### config.mk
export PLATFORM = sky130hd
export DESIGN_NAME = bcfm_top
export DESIGN_NICKNAME = d
export VERILOG_FILES = /design/src/logic/bcfm_pkg.sv /design/src/logic/bcfm_top.sv
export SDC_FILE = /design/constraint.sdc
export NUM_CORES = 1
export LEC_CHECK = 0
export BUFFER_PORTS_ARGS = -buffer_cell sky130_fd_sc_hd__buf_4
export CAP_MARGIN = 10
export CORE_MARGIN = 2
export CORE_UTILIZATION = 54
export CTS_BUF_LIST = sky130_fd_sc_hd__clkbuf_4 sky130_fd_sc_hd__clkbuf_8
export CTS_CLUSTER_SIZE = 10
export DETAILED_ROUTE_END_ITERATION = 10
export PLACE_DENSITY = 0.8
export SETUP_SLACK_MARGIN = 0.15
export SLEW_MARGIN = 0
export SYNTH_ARGS = -nofsm -noshare
export SYNTH_HDL_FRONTEND = slang
export SYNTH_SLANG_ARGS = --single-unit
### constraint.sdc
create_clock -name I_CLK -period 2.9 [get_ports I_CLK]
set_input_delay 0.58 -clock I_CLK [delete_from_list [all_inputs] [get_ports I_CLK]]
set_output_delay 0.58 -clock I_CLK [all_outputs]
set_load 0.005 [all_outputs]
### src/logic/bcfm_pkg.sv
// Purpose: Shared constants and types for the coupler fault manager
// Assumes: 100 MHz clock, APB register access
// Notes: Offsets are byte addresses of 32-bit words
package bcfm_pkg;
   // Register byte offsets
   localparam logic [7:0] BCFM_CTRL_OFS = 8'h00;
   localparam logic [7:0] BCFM_STAT_OFS = 8'h04;
   localparam logic [7:0] BCFM_CNT_OFS = 8'h08;
   // Control bit positions
   localparam int BCFM_CTRL_TEST_BIT = 0;
   localparam int BCFM_CTRL_CLR_BIT = 1;
   // Status codes
   localparam logic [1:0] BCFM_ST_FAULT = 2'h0;
   localparam logic [1:0] BCFM_ST_ONE = 2'h1;
   localparam logic [1:0] BCFM_ST_TWO = 2'h2;
   localparam logic [1:0] BCFM_ST_NONE = 2'h3;
   // Channel changes that lead to coupler fault
   localparam logic [1:0] BCFM_FAULT_LIMIT = 2'h3;
   // Wraparound slack in bit times, and bit period
   localparam int BCFM_WRAP_BITS = 3;
   localparam int BCFM_BIT_NS = 500;
   localparam int BCFM_CLK_NS = 10;
   localparam int BCFM_WRAP_CYC = (BCFM_WRAP_BITS * BCFM_BIT_NS
      + BCFM_CLK_NS - 1) / BCFM_CLK_NS;
   // Number of regenerated transitions deleted per bad doublet
   localparam logic [1:0] BCFM_DEL_TRANS = 2'h2;
   // Test sequence phases
   typedef enum logic [1:0] {
      BCFM_T_IDLE, BCFM_T_ARMED, BCFM_T_RUN, BCFM_T_WAIT
   } bcfm_test_t;
   // Stub doublet event group
   typedef struct packed {
      logic doublet;  // One valid doublet seen
      logic bad;      // Doublet failed quality check
   } bcfm_dbl_t;
endpackage

### src/logic/bcfm_top.sv
// Purpose: Fault management of a stub interface unit for a coupler bus
// Assumes: Stub and terminal inputs are asynchronous to I_CLK
// Notes: Registers reached over APB; analog thresholds live outside
`timescale 1ns/100ps
`default_nettype none
module bcfm_top
   import bcfm_pkg::*;
#(
   parameter int CNT_W = 16
) (
   input wire logic I_CLK,
   input wire logic I_RST_N,
   input wire logic I_PSEL,
   input wire logic I_PENABLE,
   input wire logic I_PWRITE,
   input wire logic [7:0] I_PADDR,
   input wire logic [31:0] I_PWDATA,
   output logic [31:0] O_PRDATA,
   output logic O_PREADY,
   output logic O_PSLVERR,
   input wire logic I_TRANSMIT_HOLD_FLAG_N,
   input wire logic I_BUS_QUIET,
   input wire logic I_TRANSMITTER_PERMIT_INPUT,
   input wire logic I_TX_DOUBLET,
   input wire logic I_TX_BAD,
   input wire logic I_RX_DOUBLET,
   input wire logic I_RX_BAD,
   input wire logic I_WRAP_DOUBLET,
   input wire logic I_TX_REGEN,
   input wire logic I_RX_REGEN,
   output logic O_TX_REGEN,
   output logic O_RX_REGEN,
   output logic O_POLARITY_INV,
   output logic O_TX_ENABLE,
   output logic O_COUPLER_TX_ALLOW,
   output logic [1:0] O_STATUS
);
   // Two-flop synchronisers for all asynchronous inputs
   localparam int NS = 10;
   logic [NS-1:0] sy1_ff, sy2_ff, sy3_ff;
   always_ff @(posedge I_CLK or negedge I_RST_N) begin
      if (!I_RST_N) begin
         sy1_ff <= '0;
         sy2_ff <= '0;
         sy3_ff <= '0;
      end else begin
         sy1_ff <= {I_TRANSMIT_HOLD_FLAG_N, I_BUS_QUIET,
            I_TRANSMITTER_PERMIT_INPUT, I_TX_DOUBLET, I_TX_BAD,
            I_RX_DOUBLET, I_RX_BAD, I_WRAP_DOUBLET, I_TX_REGEN,
            I_RX_REGEN};
         sy2_ff <= sy1_ff;
         sy3_ff <= sy2_ff;
      end
   end
   logic hold, quiet, permit, tx_rg, rx_rg;
   bcfm_dbl_t txd, rxd;
   logic wrap_ev;
   assign hold = sy2_ff[9];
   assign quiet = sy2_ff[8];
   assign permit = sy2_ff[7];
   // Doublet strobes are rising edges of synchronised levels
   assign txd.doublet = sy2_ff[6] & ~sy3_ff[6];
   assign txd.bad = sy2_ff[5] & ~sy3_ff[5];
   assign rxd.doublet = sy2_ff[4] & ~sy3_ff[4];
   assign rxd.bad = sy2_ff[3] & ~sy3_ff[3];
   assign wrap_ev = sy2_ff[2] & ~sy3_ff[2];
   assign tx_rg = sy2_ff[1];
   assign rx_rg = sy2_ff[0];
   logic tx_tog, rx_tog;
   assign tx_tog = sy2_ff[1] ^ sy3_ff[1];
   assign rx_tog = sy2_ff[0] ^ sy3_ff[0];

   // Wordstring framing: hold low means transmitting
   logic hold_d_ff, in_ws_ff, end_pend_ff, ws_end;
   logic ws_start;
   assign ws_start = hold_d_ff & ~hold;
   always_ff @(posedge I_CLK or negedge I_RST_N) begin
      if (!I_RST_N) begin
         hold_d_ff <= 1'b1;
         in_ws_ff <= 1'b0;
         end_pend_ff <= 1'b0;
      end else begin
         hold_d_ff <= hold;
         if (ws_start) begin
            in_ws_ff <= 1'b1;
         end
         // end needs hold rise then quiet
         if (!hold_d_ff || in_ws_ff) begin
            if (hold && in_ws_ff) begin
               end_pend_ff <= 1'b1;
               in_ws_ff <= 1'b0;
            end
         end
         if (ws_end) begin
            end_pend_ff <= 1'b0;
         end
      end
   end

   // Wraparound delay allowance after the end is seen
   localparam int WC_W = $clog2(BCFM_WRAP_CYC + 1);
   logic [WC_W-1:0] wrap_cnt_ff;
   always_ff @(posedge I_CLK or negedge I_RST_N) begin
      if (!I_RST_N) begin
         wrap_cnt_ff <= '0;
      end else if (!end_pend_ff || !quiet) begin
         wrap_cnt_ff <= '0;
      end else if (wrap_cnt_ff != WC_W'(BCFM_WRAP_CYC)) begin
         wrap_cnt_ff <= wrap_cnt_ff + 1'b1;
      end
   end
   assign ws_end = end_pend_ff && quiet &&
      (wrap_cnt_ff == WC_W'(BCFM_WRAP_CYC));

   // Doublet counters for transmitted and wrapped-back doublets
   logic [CNT_W-1:0] tx_cnt_ff, wr_cnt_ff;
   logic first_inv_ff, fault_ff;
   always_ff @(posedge I_CLK or negedge I_RST_N) begin
      if (!I_RST_N) begin
         tx_cnt_ff <= '0;
         wr_cnt_ff <= '0;
      end else if (ws_start) begin
         tx_cnt_ff <= '0;
         wr_cnt_ff <= '0;
      end else begin
         if (txd.doublet && !txd.bad && in_ws_ff) begin
            tx_cnt_ff <= tx_cnt_ff + 1'b1;
         end
         if (wrap_ev && (!hold || end_pend_ff)) begin
            wr_cnt_ff <= wr_cnt_ff + 1'b1;
         end
      end
   end
   logic ws_bad;
   assign ws_bad = (tx_cnt_ff != wr_cnt_ff);

   // Channel select, applied only at wordstring start
   logic sel_ff, pol_ff, lock_ff;
   logic test_req, last_good_ff;
   bcfm_test_t tst_ff;
   always_ff @(posedge I_CLK or negedge I_RST_N) begin
      if (!I_RST_N) begin
         sel_ff <= 1'b0;
      end else if (ws_end && ws_bad && !first_inv_ff) begin
         sel_ff <= ~sel_ff;
      end else if (ws_end && ws_bad && tst_ff == BCFM_T_RUN) begin
         // Spare failed the test: return to original channel
         sel_ff <= ~sel_ff;
      end else if (tst_ff == BCFM_T_ARMED && !in_ws_ff &&
                   !end_pend_ff && last_good_ff) begin
         sel_ff <= ~pol_ff;
      end
   end
   always_ff @(posedge I_CLK or negedge I_RST_N) begin
      if (!I_RST_N) begin
         pol_ff <= 1'b0;
         first_inv_ff <= 1'b0;
      end else if (ws_start) begin
         pol_ff <= sel_ff;
         first_inv_ff <= (sel_ff != pol_ff);
      end else if (ws_end) begin
         first_inv_ff <= 1'b0;
      end
   end
   assign lock_ff = first_inv_ff;

   // Channel-change error counter and coupler fault state
   logic [1:0] err_cnt_ff;
   logic change_ev;
   // no second change during switch-over wordstring
   assign change_ev = ws_end && ws_bad && !lock_ff;
   always_ff @(posedge I_CLK or negedge I_RST_N) begin
      if (!I_RST_N) begin
         err_cnt_ff <= '0;
      end else if (test_req && fault_ff) begin
         err_cnt_ff <= '0;
      end else if (!lock_ff) begin
         if (change_ev && err_cnt_ff != BCFM_FAULT_LIMIT) begin
            err_cnt_ff <= err_cnt_ff + 1'b1;
         end else if (ws_end && !ws_bad) begin
            err_cnt_ff <= '0;
         end
      end
   end
   always_ff @(posedge I_CLK or negedge I_RST_N) begin
      if (!I_RST_N) begin
         fault_ff <= 1'b0;
      end else if (test_req) begin
         // A request during a fault zeroes the count too, so fault stays clear
         fault_ff <= 1'b0;
      end else if (err_cnt_ff == BCFM_FAULT_LIMIT) begin
         fault_ff <= 1'b1;
      end
   end

   // Permit must be cycled low then high after a fault
   logic permit_low_ff, tx_block_ff;
   always_ff @(posedge I_CLK or negedge I_RST_N) begin
      if (!I_RST_N) begin
         permit_low_ff <= 1'b0;
         tx_block_ff <= 1'b0;
      end else if (fault_ff) begin
         tx_block_ff <= 1'b1;
         permit_low_ff <= 1'b0;
      end else if (tx_block_ff) begin
         if (!permit) begin
            permit_low_ff <= 1'b1;
         end else if (permit_low_ff) begin
            tx_block_ff <= 1'b0;
         end
      end
   end

   // Built-in check sequence
   logic [1:0] tstat_ff;
   always_ff @(posedge I_CLK or negedge I_RST_N) begin
      if (!I_RST_N) begin
         last_good_ff <= 1'b1;
      end else if (ws_end) begin
         last_good_ff <= !ws_bad;
      end
   end
   always_ff @(posedge I_CLK or negedge I_RST_N) begin
      if (!I_RST_N) begin
         tst_ff <= BCFM_T_IDLE;
         tstat_ff <= BCFM_ST_NONE;
      end else if (test_req) begin
         tstat_ff <= BCFM_ST_NONE;
         tst_ff <= BCFM_T_ARMED;
      end else begin
         unique case (tst_ff)
            BCFM_T_IDLE: begin
            end
            BCFM_T_ARMED: begin
               if (!in_ws_ff && !end_pend_ff && last_good_ff) begin
                  tst_ff <= BCFM_T_WAIT;
               end
            end
            BCFM_T_WAIT: begin
               if (ws_start) begin
                  tst_ff <= BCFM_T_RUN;
               end
            end
            BCFM_T_RUN: begin
               if (ws_end) begin
                  tst_ff <= BCFM_T_IDLE;
                  tstat_ff <= ws_bad ? BCFM_ST_ONE : BCFM_ST_TWO;
               end
            end
         endcase
      end
   end

   // Deletion of regenerated transitions after bad doublets
   logic [1:0] tx_del_ff, rx_del_ff;
   logic tx_out_ff, rx_out_ff;
   always_ff @(posedge I_CLK or negedge I_RST_N) begin
      if (!I_RST_N) begin
         tx_del_ff <= '0;
         tx_out_ff <= 1'b0;
      end else if (txd.bad) begin
         tx_del_ff <= BCFM_DEL_TRANS;
      end else if (tx_tog && tx_del_ff != 2'h0) begin
         tx_del_ff <= tx_del_ff - 1'b1;
      end else if (tx_tog) begin
         // Only passed toggles move the output
         tx_out_ff <= tx_rg;
      end
   end
   always_ff @(posedge I_CLK or negedge I_RST_N) begin
      if (!I_RST_N) begin
         rx_del_ff <= '0;
         rx_out_ff <= 1'b0;
      end else if (rxd.bad) begin
         rx_del_ff <= BCFM_DEL_TRANS;
      end else if (rx_tog && rx_del_ff != 2'h0) begin
         rx_del_ff <= rx_del_ff - 1'b1;
      end else if (rx_tog) begin
         rx_out_ff <= rx_rg;
      end
   end

   // APB slave, zero wait states
   logic wr_ctrl;
   assign wr_ctrl = I_PSEL && I_PENABLE && I_PWRITE &&
      (I_PADDR == BCFM_CTRL_OFS);
   assign test_req = wr_ctrl && I_PWDATA[BCFM_CTRL_TEST_BIT];
   logic [1:0] status;
   always_comb begin
      if (fault_ff) begin
         status = BCFM_ST_FAULT;
      end else if (tx_block_ff || !permit || tst_ff != BCFM_T_IDLE) begin
         status = BCFM_ST_NONE;
      end else begin
         status = tstat_ff;
      end
   end
   always_ff @(posedge I_CLK or negedge I_RST_N) begin
      if (!I_RST_N) begin
         O_PRDATA <= '0;
      end else if (I_PSEL && !I_PENABLE && !I_PWRITE) begin
         unique case (I_PADDR)
            BCFM_STAT_OFS: O_PRDATA <= {28'h000_0000, pol_ff, fault_ff,
               status};
            BCFM_CNT_OFS: O_PRDATA <= {30'h0000_0000, err_cnt_ff};
            default: O_PRDATA <= '0;
         endcase
      end
   end
   assign O_PREADY = 1'b1;
   assign O_PSLVERR = I_PSEL && I_PENABLE &&
      (I_PADDR != BCFM_CTRL_OFS) && (I_PADDR != BCFM_STAT_OFS) &&
      (I_PADDR != BCFM_CNT_OFS);

   // Outputs toward coupler and terminal
   always_ff @(posedge I_CLK or negedge I_RST_N) begin
      if (!I_RST_N) begin
         O_STATUS <= BCFM_ST_NONE;
         O_TX_ENABLE <= 1'b0;
         O_COUPLER_TX_ALLOW <= 1'b0;
      end else begin
         O_STATUS <= status;
         O_TX_ENABLE <= permit && !fault_ff && !tx_block_ff;
         O_COUPLER_TX_ALLOW <= permit && !fault_ff && !tx_block_ff;
      end
   end
   // coupler switches on its own after first doublet
   assign O_POLARITY_INV = pol_ff;
   assign O_TX_REGEN = tx_out_ff;
   assign O_RX_REGEN = rx_out_ff;
endmodule
`default_nettype wire

==> metrics.txt, run 1 <==
Post-DP HPWL 5004 um; Critical Path AT 1790 ps; Setup CP Type in2out; main flop type after synthesis dfrtp_1; Slew headroom 48.10%; CTS resizes 0; Boundary Pins 96; Max Cap Viol 0; Total Power 2560 uW; starting DRC count in detailed routing 160; WHS 213.7 ps; final hold violation count 0; root buf cell clkbuf_8; first-pass GRT wire length 12230 um; synthesized cell area 4333 sq um; GRT overflow 0; PwrDens 534.9 nW/um^2; ranking of synthesized cells by area dfrtp_1, xor2_1, buf_4; Startpoint Class input port; Clock Skew 12.38 ps; Slew Limit Fails 0; drt pass-1 iters 4; post-route ant nets 0; routed vias/inst 5.223; Internal Power 1916 uW; Tightest Hold Check Type in2async; die height 93.58 um; VDD IR max 403.4 uV; ant diodes 0; Synth Instances 419; largest net degree at the start of global routing 49; sequential power share 54.9%; CTS Buf Count 9; Port Buffer Count 34; TritonCTS clock tree yes; antenna violations before repair 0; mean post-synth cell area 10.34 sq um; Die X 93.58 um; fraction of layout cells with a size suffix above 1 14.38%; leading area contributor after synthesis dfrtp_1; WP data required 2320 ps; sequential area share after synthesis 53.88%; ys async rst share 100.0%; via count 2930; Post-Place Cells 545; Starting Density 55.78%; Post-synth EDFFs 0; WL per Instance 12.60 um; Synth warnings 0; Slew @ Worst Pin 771.5 ps; crit path max fanout 4; synth unique cells 47; combinational power share 11.2%; Final setup viols 0; Final #Nets 516; Sw Ratio 25.18%; Tcrit/Tclk final 81.60%; Die ar. 8756 sq um; unrepaired setup endpoints after global routing false; area share of the largest cell type after synthesis 50.25%; setup TNS 0 ps; Net Switching 644.6 uW; final wirelength 7071 um; clock share of power 34.0%; fmax 422.6 MHz; status finished, final reports clean; vias in the first global route 2776; Worst setup EP type primary output; Pleak 0.002307 uW; final non-filler cell total 561; Row Count 32; worst skew pair latency 350 ps; Reg clk slew, reported paths 90 ps; hold buffers post-CTS 0; setup bufs post-CTS 0; flop and latch count out of synthesis 93; Routability Congestion 0.8142; Period minus WS final 2366 ps; # DRC 0; # clock sinks 93; area grow syn2layout 10.45%; core area 7767 sq um; Max Root-Sink Buffers 2; H-tree levels 3; GRT Util Overall 17.76%
## cells by family (layout without fill, tap and decap cells)
logic type      after synthesis  after routing  share of synthesized area, %
mux                           2              2                        0.4909
fa+ha+maj                     7              7                         2.021
compound gates               39             39                         5.227
xor+xnor                     55             55                         11.12
simple gates                174            174                         20.27
other cells                   2             29                        0.1733
flops                        93             93                         53.88
buf+inv                      47             60                         6.815
## final cells by class
| cell class | count | area, sq um |
|---|---|---|
| well taps | 102 | 127.6 |
| clock buffers | 11 | 145.1 |
| inverters | 8 | 30.03 |
| fillers | 637 | 2982 |
| multi-input cells | 306 | 1807 |
| clock inverters | 5 | 58.81 |
| flip-flops and latches | 93 | 2335 |
| repair buffers | 36 | 282.8 |
## registers in the layout (all words and copies together), names as in the netlist, 2 cells and up
| name | flops |
|---|---|
| sy2_ff | 9 |
| sy1_ff | 9 |
| tx_cnt_ff | 16 |
| wr_cnt_ff | 16 |
| O_PRDATA | 4 |
| sy3_ff | 6 |
| wrap_cnt_ff | 8 |
| err_cnt_ff | 2 |
| tx_del_ff | 2 |
| rx_del_ff | 2 |
| O_STATUS | 2 |
| tstat_ff | 2 |
| tst_ff | 2 |
## metrics by stage
step	util [%]	setup WS, ps	cell area, sq um
after floorplan	-	857.9	4434
after global placement	58.99	541.4	4582
after detailed placement	58.99	548.2	4582
after CTS	61.61	544.8	4786
after global routing	61.61	399.4	4786
final	61.61	533.6	4786
## power groups by stage
| stage | logic [uW] | registers [uW] | clock network [uW] |
|---|---|---|---|
| after floorplan | 214 | 1420 | 0 |
| after global routing | 330 | 1410 | 958 |
| after global placement | 273 | 1430 | 0 |
| after detailed placement | 290 | 1430 | 0 |
| after CTS | 292 | 1410 | 896 |
| final | 286 | 1400 | 869 |
## path summary, 6_finish.rpt
check | cells after the start | startpoint | to | slack, ps
setup / recovery | 5 | I_PADDR[5] | O_PSLVERR | 530
hold reg to reg | 0 | sy1_ff[9]$_DFF_PN0_ | sy2_ff[9]$_DFF_PN0_ | 350
min in group I_CLK | 1 | I_TX_DOUBLET | sy1_ff[6]$_DFF_PN0_ | 330
setup reg to reg | 5 | wrap_cnt_ff[3]$_DFFE_PN0P_ | sel_ff$_DFFE_PN0P_ | 850
hold / removal | 1 | I_RST_N | tx_cnt_ff[2]$_DFFE_PN0P_ | 210
max in group asynchronous | 2 | I_RST_N | O_STATUS[1]$_DFF_PN1_ | 2000
## worst max-delay path, stage by stage
cell     delay, ps
buf_4          100
or4_1          510
nor3_1         330
a21oi_1        120
buf_4          150
## Yosys cell counts, drive strengths merged (2+ instances only)
library cell and count:
a21oi 8, clkbuf 6, conb 2, o21a 2, nor2 57, dfrtp 87, ha 7, and4 3
dfstp 6, a31oi 4, buf 33, inv 8, or3 3, xnor2 13, nand2b 4, nor3 6
or4b 2, nand4 12, nor2b 6, xor2 42, nand3 17, and3 6, nor4 7, a22oi 2
o21ai 18, or4 2, nand2 39, and2 3
## placed cells by master (no fill, tap or decap), types with 8 or more instances in the layout
cell type / synthesis / final
dfrtp_1: 87 / 87
clkbuf_8: 0 / 10
inv_1: 8 / 8
buf_4: 31 / 35
a21oi_1: 8 / 8
nor2_1: 57 / 57
xor2_1: 42 / 42
conb_1: 2 / 29
nand4_1: 12 / 12
nand2_1: 39 / 39
xnor2_1: 13 / 13
o21ai_1: 11 / 11
nand3_1: 17 / 17
## routing by layer
layer	track usage, %	part of all wire (%)	up-vias
li1	-	-	1435
met1	23.48	45	1430
met2	28.42	49	59
met3	4.351	4.4	6
met4	7.005	1.3	0
met5	0	0	-
(Power assumes the default switching activity.)
==> run 2, diff against run 1 <==
ABC_AREA = 1   (was unset)
CORE_UTILIZATION = 51   (was 54)
PLACE_DENSITY = 0.78   (was 0.8)
clock period = 2 ns   (was 2.9 ns; I/O delays follow)
==> metrics.txt, run 2 <==
fillers 785; R2R Path End sel_ff$_DFFE_PN0P_; worst r2r path cells 9; Max Root-Sink Buffers 2; VDD IR max 321.8 uV; Critical Path Start I_PADDR[1]; mean post-synth cell area 8.366 sq um; WP data required 1600 ps; largest registers tx_cnt_ff x16, wr_cnt_ff x16; via count 3710; core area 9109 sq um; fraction of layout cells with a size suffix above 1 17.21%; main flop type after synthesis dfrtp_1; area grow syn2layout 11.33%; Starting Density 51.90%; Setup crit end O_PSLVERR; Post-DP HPWL 6618 um; starting DRC count in detailed routing 202; Synth warnings 0; crit-path cells buf_4, or2_1, nor4_1, nor2_1, buf_4; setup TNS 0 ps; register area 2335 sq um; CP Buf/Inv Count 2; commonest non-fill, non-tap cells in the layout nand2_1, dfrtp_1, inv_1; antenna violations before repair 0; leading area contributor after synthesis dfrtp_1; drt pass-1 iters 4; Die ar. 10060 sq um; root buf cell clkbuf_8; Die X 100.3 um; Slew headroom 64.37%; die height 100.3 um; Pleak 0.002562 uW; post-layout instance area 5263 sq um; Final setup viols 0; routed vias/inst 5.103; ant diodes 0; critical path depth in cells 5; Worst R2R Start wrap_cnt_ff[0]$_DFFE_PN0P_; Max Cap Viol 0; ys async rst share 100.0%; # DRC 0; Reg clk slew, reported paths 90 ps; synthesized cell area 4727 sq um; worst skew pair latency 370 ps; ranking of synthesized cells by area dfrtp_1, nand2_1, inv_1; H-tree levels 3; Clock Skew 7.743 ps; leading cell type in the layout, fill and taps excluded nand2_1; crit path max fanout 2; Total Power 3770 uW; Multi-input gate area 1911 sq um; Slew @ Worst Pin 527.0 ps; area share of the largest cell type after synthesis 46.06%; sequential area share after synthesis 49.39%; first-pass GRT wire length 15590 um; Startpoint Class input port; post-route ant nets 0; Slew Limit Fails 0; Synth Instances 565; vias in the first global route 3505; final wirelength 9230 um; TritonCTS clock tree yes; count leader, synth nand2_1; Setup CP Type in2out; crit path max-delay cell type nor4_1; status finished, final reports clean; commonest cells in the netlist nand2_1, dfrtp_1, inv_1; Routability Congestion 0.8940; Row Count 35; largest net degree at the start of global routing 51; GRT Util Overall 19.23%; # clock sinks 93; Boundary Pins 96; Post-synth EDFFs 0; Tcrit/Tclk final 88.38%; WL per Instance 12.70 um; Crit path largest cell delay 380 ps; Most common cell on crit path buf_4; CTS Buf Count 9; Port Buffer Count 34; Period minus WS final 1768 ps; Worst path top cell family by delay simple AND/OR/NAND/NOR gates; synth unique cells 46; Final #Nets 674; flop and latch count out of synthesis 93; final hold violation count 0; fmax 565.7 MHz; Post-DP Area 5040 sq um; r2r setup slk 250 ps; Tightest Hold Check Type in2reg; Worst setup EP type primary output; unrepaired setup endpoints after global routing true; PwrDens 716.4 nW/um^2; GRT overflow 0; Critical Path AT 1370 ps
==> run 2: cell types whose count changed in the layout (fill, tap and decap cells not counted), moves of 6 or more <==
cell,before,now
and3_1,6,0
inv_1,8,79
nand2_2,0,8
xnor2_1,13,1
buf_4,35,41
inv_2,0,8
nor3_1,4,15
o21ai_0,7,37
nand2_1,39,107
o31ai_1,0,6
xor2_1,42,4
nor2_1,57,45
a21oi_1,8,30
nand3_1,17,28
==> run 2: repair_timing <==
| item | in CTS | in global routing |
|---|---|---|
| setup buffers | 0 | 3 |
| hold buffers | 1 | 0 |
| hold endpoints to repair | 5 | 0 |
| resized for setup | 0 | 4 |
| setup endpoints to repair | 0 | 4 |
==> run 2: cell type report <==
class                      count  share of cell area, %
clock buffer                  11                  2.758
clock inverter                 4                 0.6419
inverter                      88                  6.277
multi-input combinational    375                  36.31
sequential                    93                  44.37
tap                          111                  2.639
timing repair buffer          45                  7.014
==> run 2: report_power, final <==
part	internal [uW]	leakage, uW	switching, uW	total, uW
clock	502	0.0000894	669	1170
combinational	206	0.00130	318	524
sequential	2000	0.00118	75.8	2070
==> run 2: cell families (layout without fill, tap and decap cells) <==
kind of cell,count (synthesis),after routing,share of synthesized area (%)
simple gates,242,242,24.35
buf+inv,124,148,12.49
flops,93,93,49.39
compound gates,91,91,10.59
fa+ha+maj,7,7,1.853
xor+xnor,5,5,0.9264
other cells,2,29,0.1589
mux,1,1,0.2382
==> run 2: metal layers <==
metal	up-vias	part of all wire, %	track usage [%]
li1	1851	-	-
met1	1759	45	24.82
met2	87	49	32.47
met3	13	4.0	2.925
met4	0	1.8	8.008
met5	-	0	0
==> run 2: worst min path at each step <==
stage | slack, ps | depth (start not counted) | start | end
floorplan | 100 | 0 | I_RST_N | O_COUPLER_TX_ALLOW$_DFF_PN0_
global placement | 240 | 1 | I_RST_N | O_COUPLER_TX_ALLOW$_DFF_PN0_
detailed placement | 240 | 1 | I_RST_N | O_COUPLER_TX_ALLOW$_DFF_PN0_
CTS | 130 | 1 | I_TX_REGEN | sy1_ff[1]$_DFF_PN0_
global route | 130 | 1 | I_TX_BAD | sy1_ff[5]$_DFF_PN0_
finish | 140 | 1 | I_TRANSMITTER_PERMIT_INPUT | sy1_ff[7]$_DFF_PN0_
==> run 2: stage by stage <==
step                std cells  worst slack [ps]  utilization, %  hold slack [ps]
CTS                       724             216.8           57.40            131.7
global route              727             97.66           57.77            125.6
detailed placement        708             231.6           55.33            244.7
finish                    727             232.3           57.77            136.0
global placement          708             284.8           55.33            242.6
floorplan                 592             525.0               -            104.4
==> run 3, diff against run 2 <==
ABC_AREA = unset   (was 1)
PLACE_DENSITY = 0.82   (was 0.78)
SLEW_MARGIN = unset   (was 0)
==> metrics.txt, run 3 (synthesis gave the netlist of run 1 again) <==
status complete, but fails checks; failing checks hold timing; Crit path largest cell delay 550 ps; combinational power share 11.7%; antenna violations before repair 0; routed vias/inst 5.146; Final #Nets 528; GRT overflow 0; PwrDens 783.3 nW/um^2; Post-Place Cells 559; Period minus WS final 1913 ps; crit path max fanout 3; Slew @ Worst Pin 519.6 ps; worst skew pair latency 370 ps; Starting Density 52.73%; H-tree levels 3; # clock sinks 93; starting DRC count in detailed routing 89; largest registers tx_cnt_ff x16, wr_cnt_ff x16; Clock Skew 13.04 ps; Internal Power 2913 uW; commonest non-fill, non-tap cells in the layout dfrtp_1, nor2_1, buf_4; Sw Ratio 25.35%; sequential power share 52.2%; GRT Util Overall 17.66%; VDD IR max 505.0 uV; WHS -8.765 ps; root buf cell clkbuf_8; unrepaired setup endpoints after global routing true; Setup CP Type in2out; vias in the first global route 2807; Slew Limit Fails 0; Routability Congestion 0.8259; CTS Buf Count 9; crit path max-delay cell type or4_4; first-pass GRT wire length 12580 um; Pleak 0.002392 uW; Post-DP Area 4681 sq um; final non-filler cell total 576; fmax 522.8 MHz; Row Count 33; # DRC 0; Boundary Pins 96; leading cell type in the layout, fill and taps excluded dfrtp_1; Die X 96.18 um; via count 2964; Post-DP HPWL 5386 um; largest net degree at the start of global routing 39; ant diodes 0; Slew headroom 65.36%; Worst path top cell family by delay simple AND/OR/NAND/NOR gates; CP Buf/Inv Count 2; Startpoint Class input port; hold buffers post-CTS 0; WL per Instance 13.21 um; final wirelength 7608 um; final hold violation count 7; WP data required 1600 ps; Max Cap Viol 0; fillers 660; Total Power 3903 uW; area grow syn2layout 14.99%; Die ar. 9250 sq um; Tightest Hold Check Type in2async; Reg clk slew, reported paths 100 ps; Worst setup EP type primary output; Max Root-Sink Buffers 2; core area 8217 sq um; TritonCTS clock tree yes; crit-path cells buf_6, or4_4, nor3_4, a21oi_2, buf_4; clock share of power 36.1%; Final setup viols 0; drt pass-1 iters 4; die height 96.18 um; post-route ant nets 0; Net Switching 989.3 uW; Tcrit/Tclk final 95.65%; post-layout instance area 4982 sq um; fraction of layout cells with a size suffix above 1 19.96%; Port Buffer Count 34; Critical Path AT 1510 ps
[run 3: layout make-up]
| type | count | area, sq um | share of cell area (%) |
|---|---|---|---|
| tap | 105 | 131.4 | 2.637 |
| multi-input combinational | 306 | 1858 | 37.29 |
| sequential | 93 | 2342 | 47.01 |
| inverter | 8 | 30.03 | 0.6027 |
| timing repair buffer | 48 | 392.9 | 7.885 |
| clock buffer | 10 | 131.4 | 2.637 |
| clock inverter | 6 | 96.34 | 1.934 |
[run 3: layer usage]
layer / GRT usage (%) / vias to the layer above / wire length, um
met5: 0 / - / 0
met4: 5.119 / 0 / 110
met3: 5.012 / 11 / 308
met2: 29.75 / 63 / 3769
met1: 22.17 / 1449 / 3420
li1: - / 1441 / -
[run 3: metrics by stage]
step | utilization, % | setup WS (ps) | TNS [ps]
final | 60.64 | 87.08 | 0
after global routing | 60.64 | 51.09 | 0
after CTS | 59.89 | 93.72 | 0
after detailed placement | 56.97 | -46.47 | -90.65
after global placement | 56.97 | 44.39 | 0
after floorplan | - | 278.7 | 0
[run 3: final timing paths]
path / startpoint / end / slack, ps / depth (start not counted)
worst max-delay path: I_PADDR[6] / O_PSLVERR / 90 / 5
worst min-delay path: I_RST_N / sy2_ff[1]$_DFF_PN0_ / -9 / 1
worst max register to register: sy3_ff[2]$_DFF_PN0_ / wr_cnt_ff[9]$_DFFE_PN0P_ / 250 / 4
worst min register to register: sy1_ff[7]$_DFF_PN0_ / sy2_ff[7]$_DFF_PN0_ / 350 / 0
max in group asynchronous: I_RST_N / O_STATUS[1]$_DFF_PN1_ / 1380 / 2
min in group I_CLK: I_TX_REGEN / sy1_ff[1]$_DFF_PN0_ / 130 / 1
[run 3: power groups by stage]
stage          clock, uW  combinational, uW  sequential, uW
3_5_place_dp           0                446            2070
3_3_place_gp           0                424            2070
2_1_floorplan          0                311            2060
6_report            1410                456            2040
5_1_grt             1520                522            2050
4_1_cts             1440                450            2040
[run 3: what timing repair did]
action / 4_1_cts / 5_1_grt
resized for setup: 3 / 16
setup endpoints to repair: 11 / 10
pin swaps: 0 / 6
buffers inserted: 0 / 1
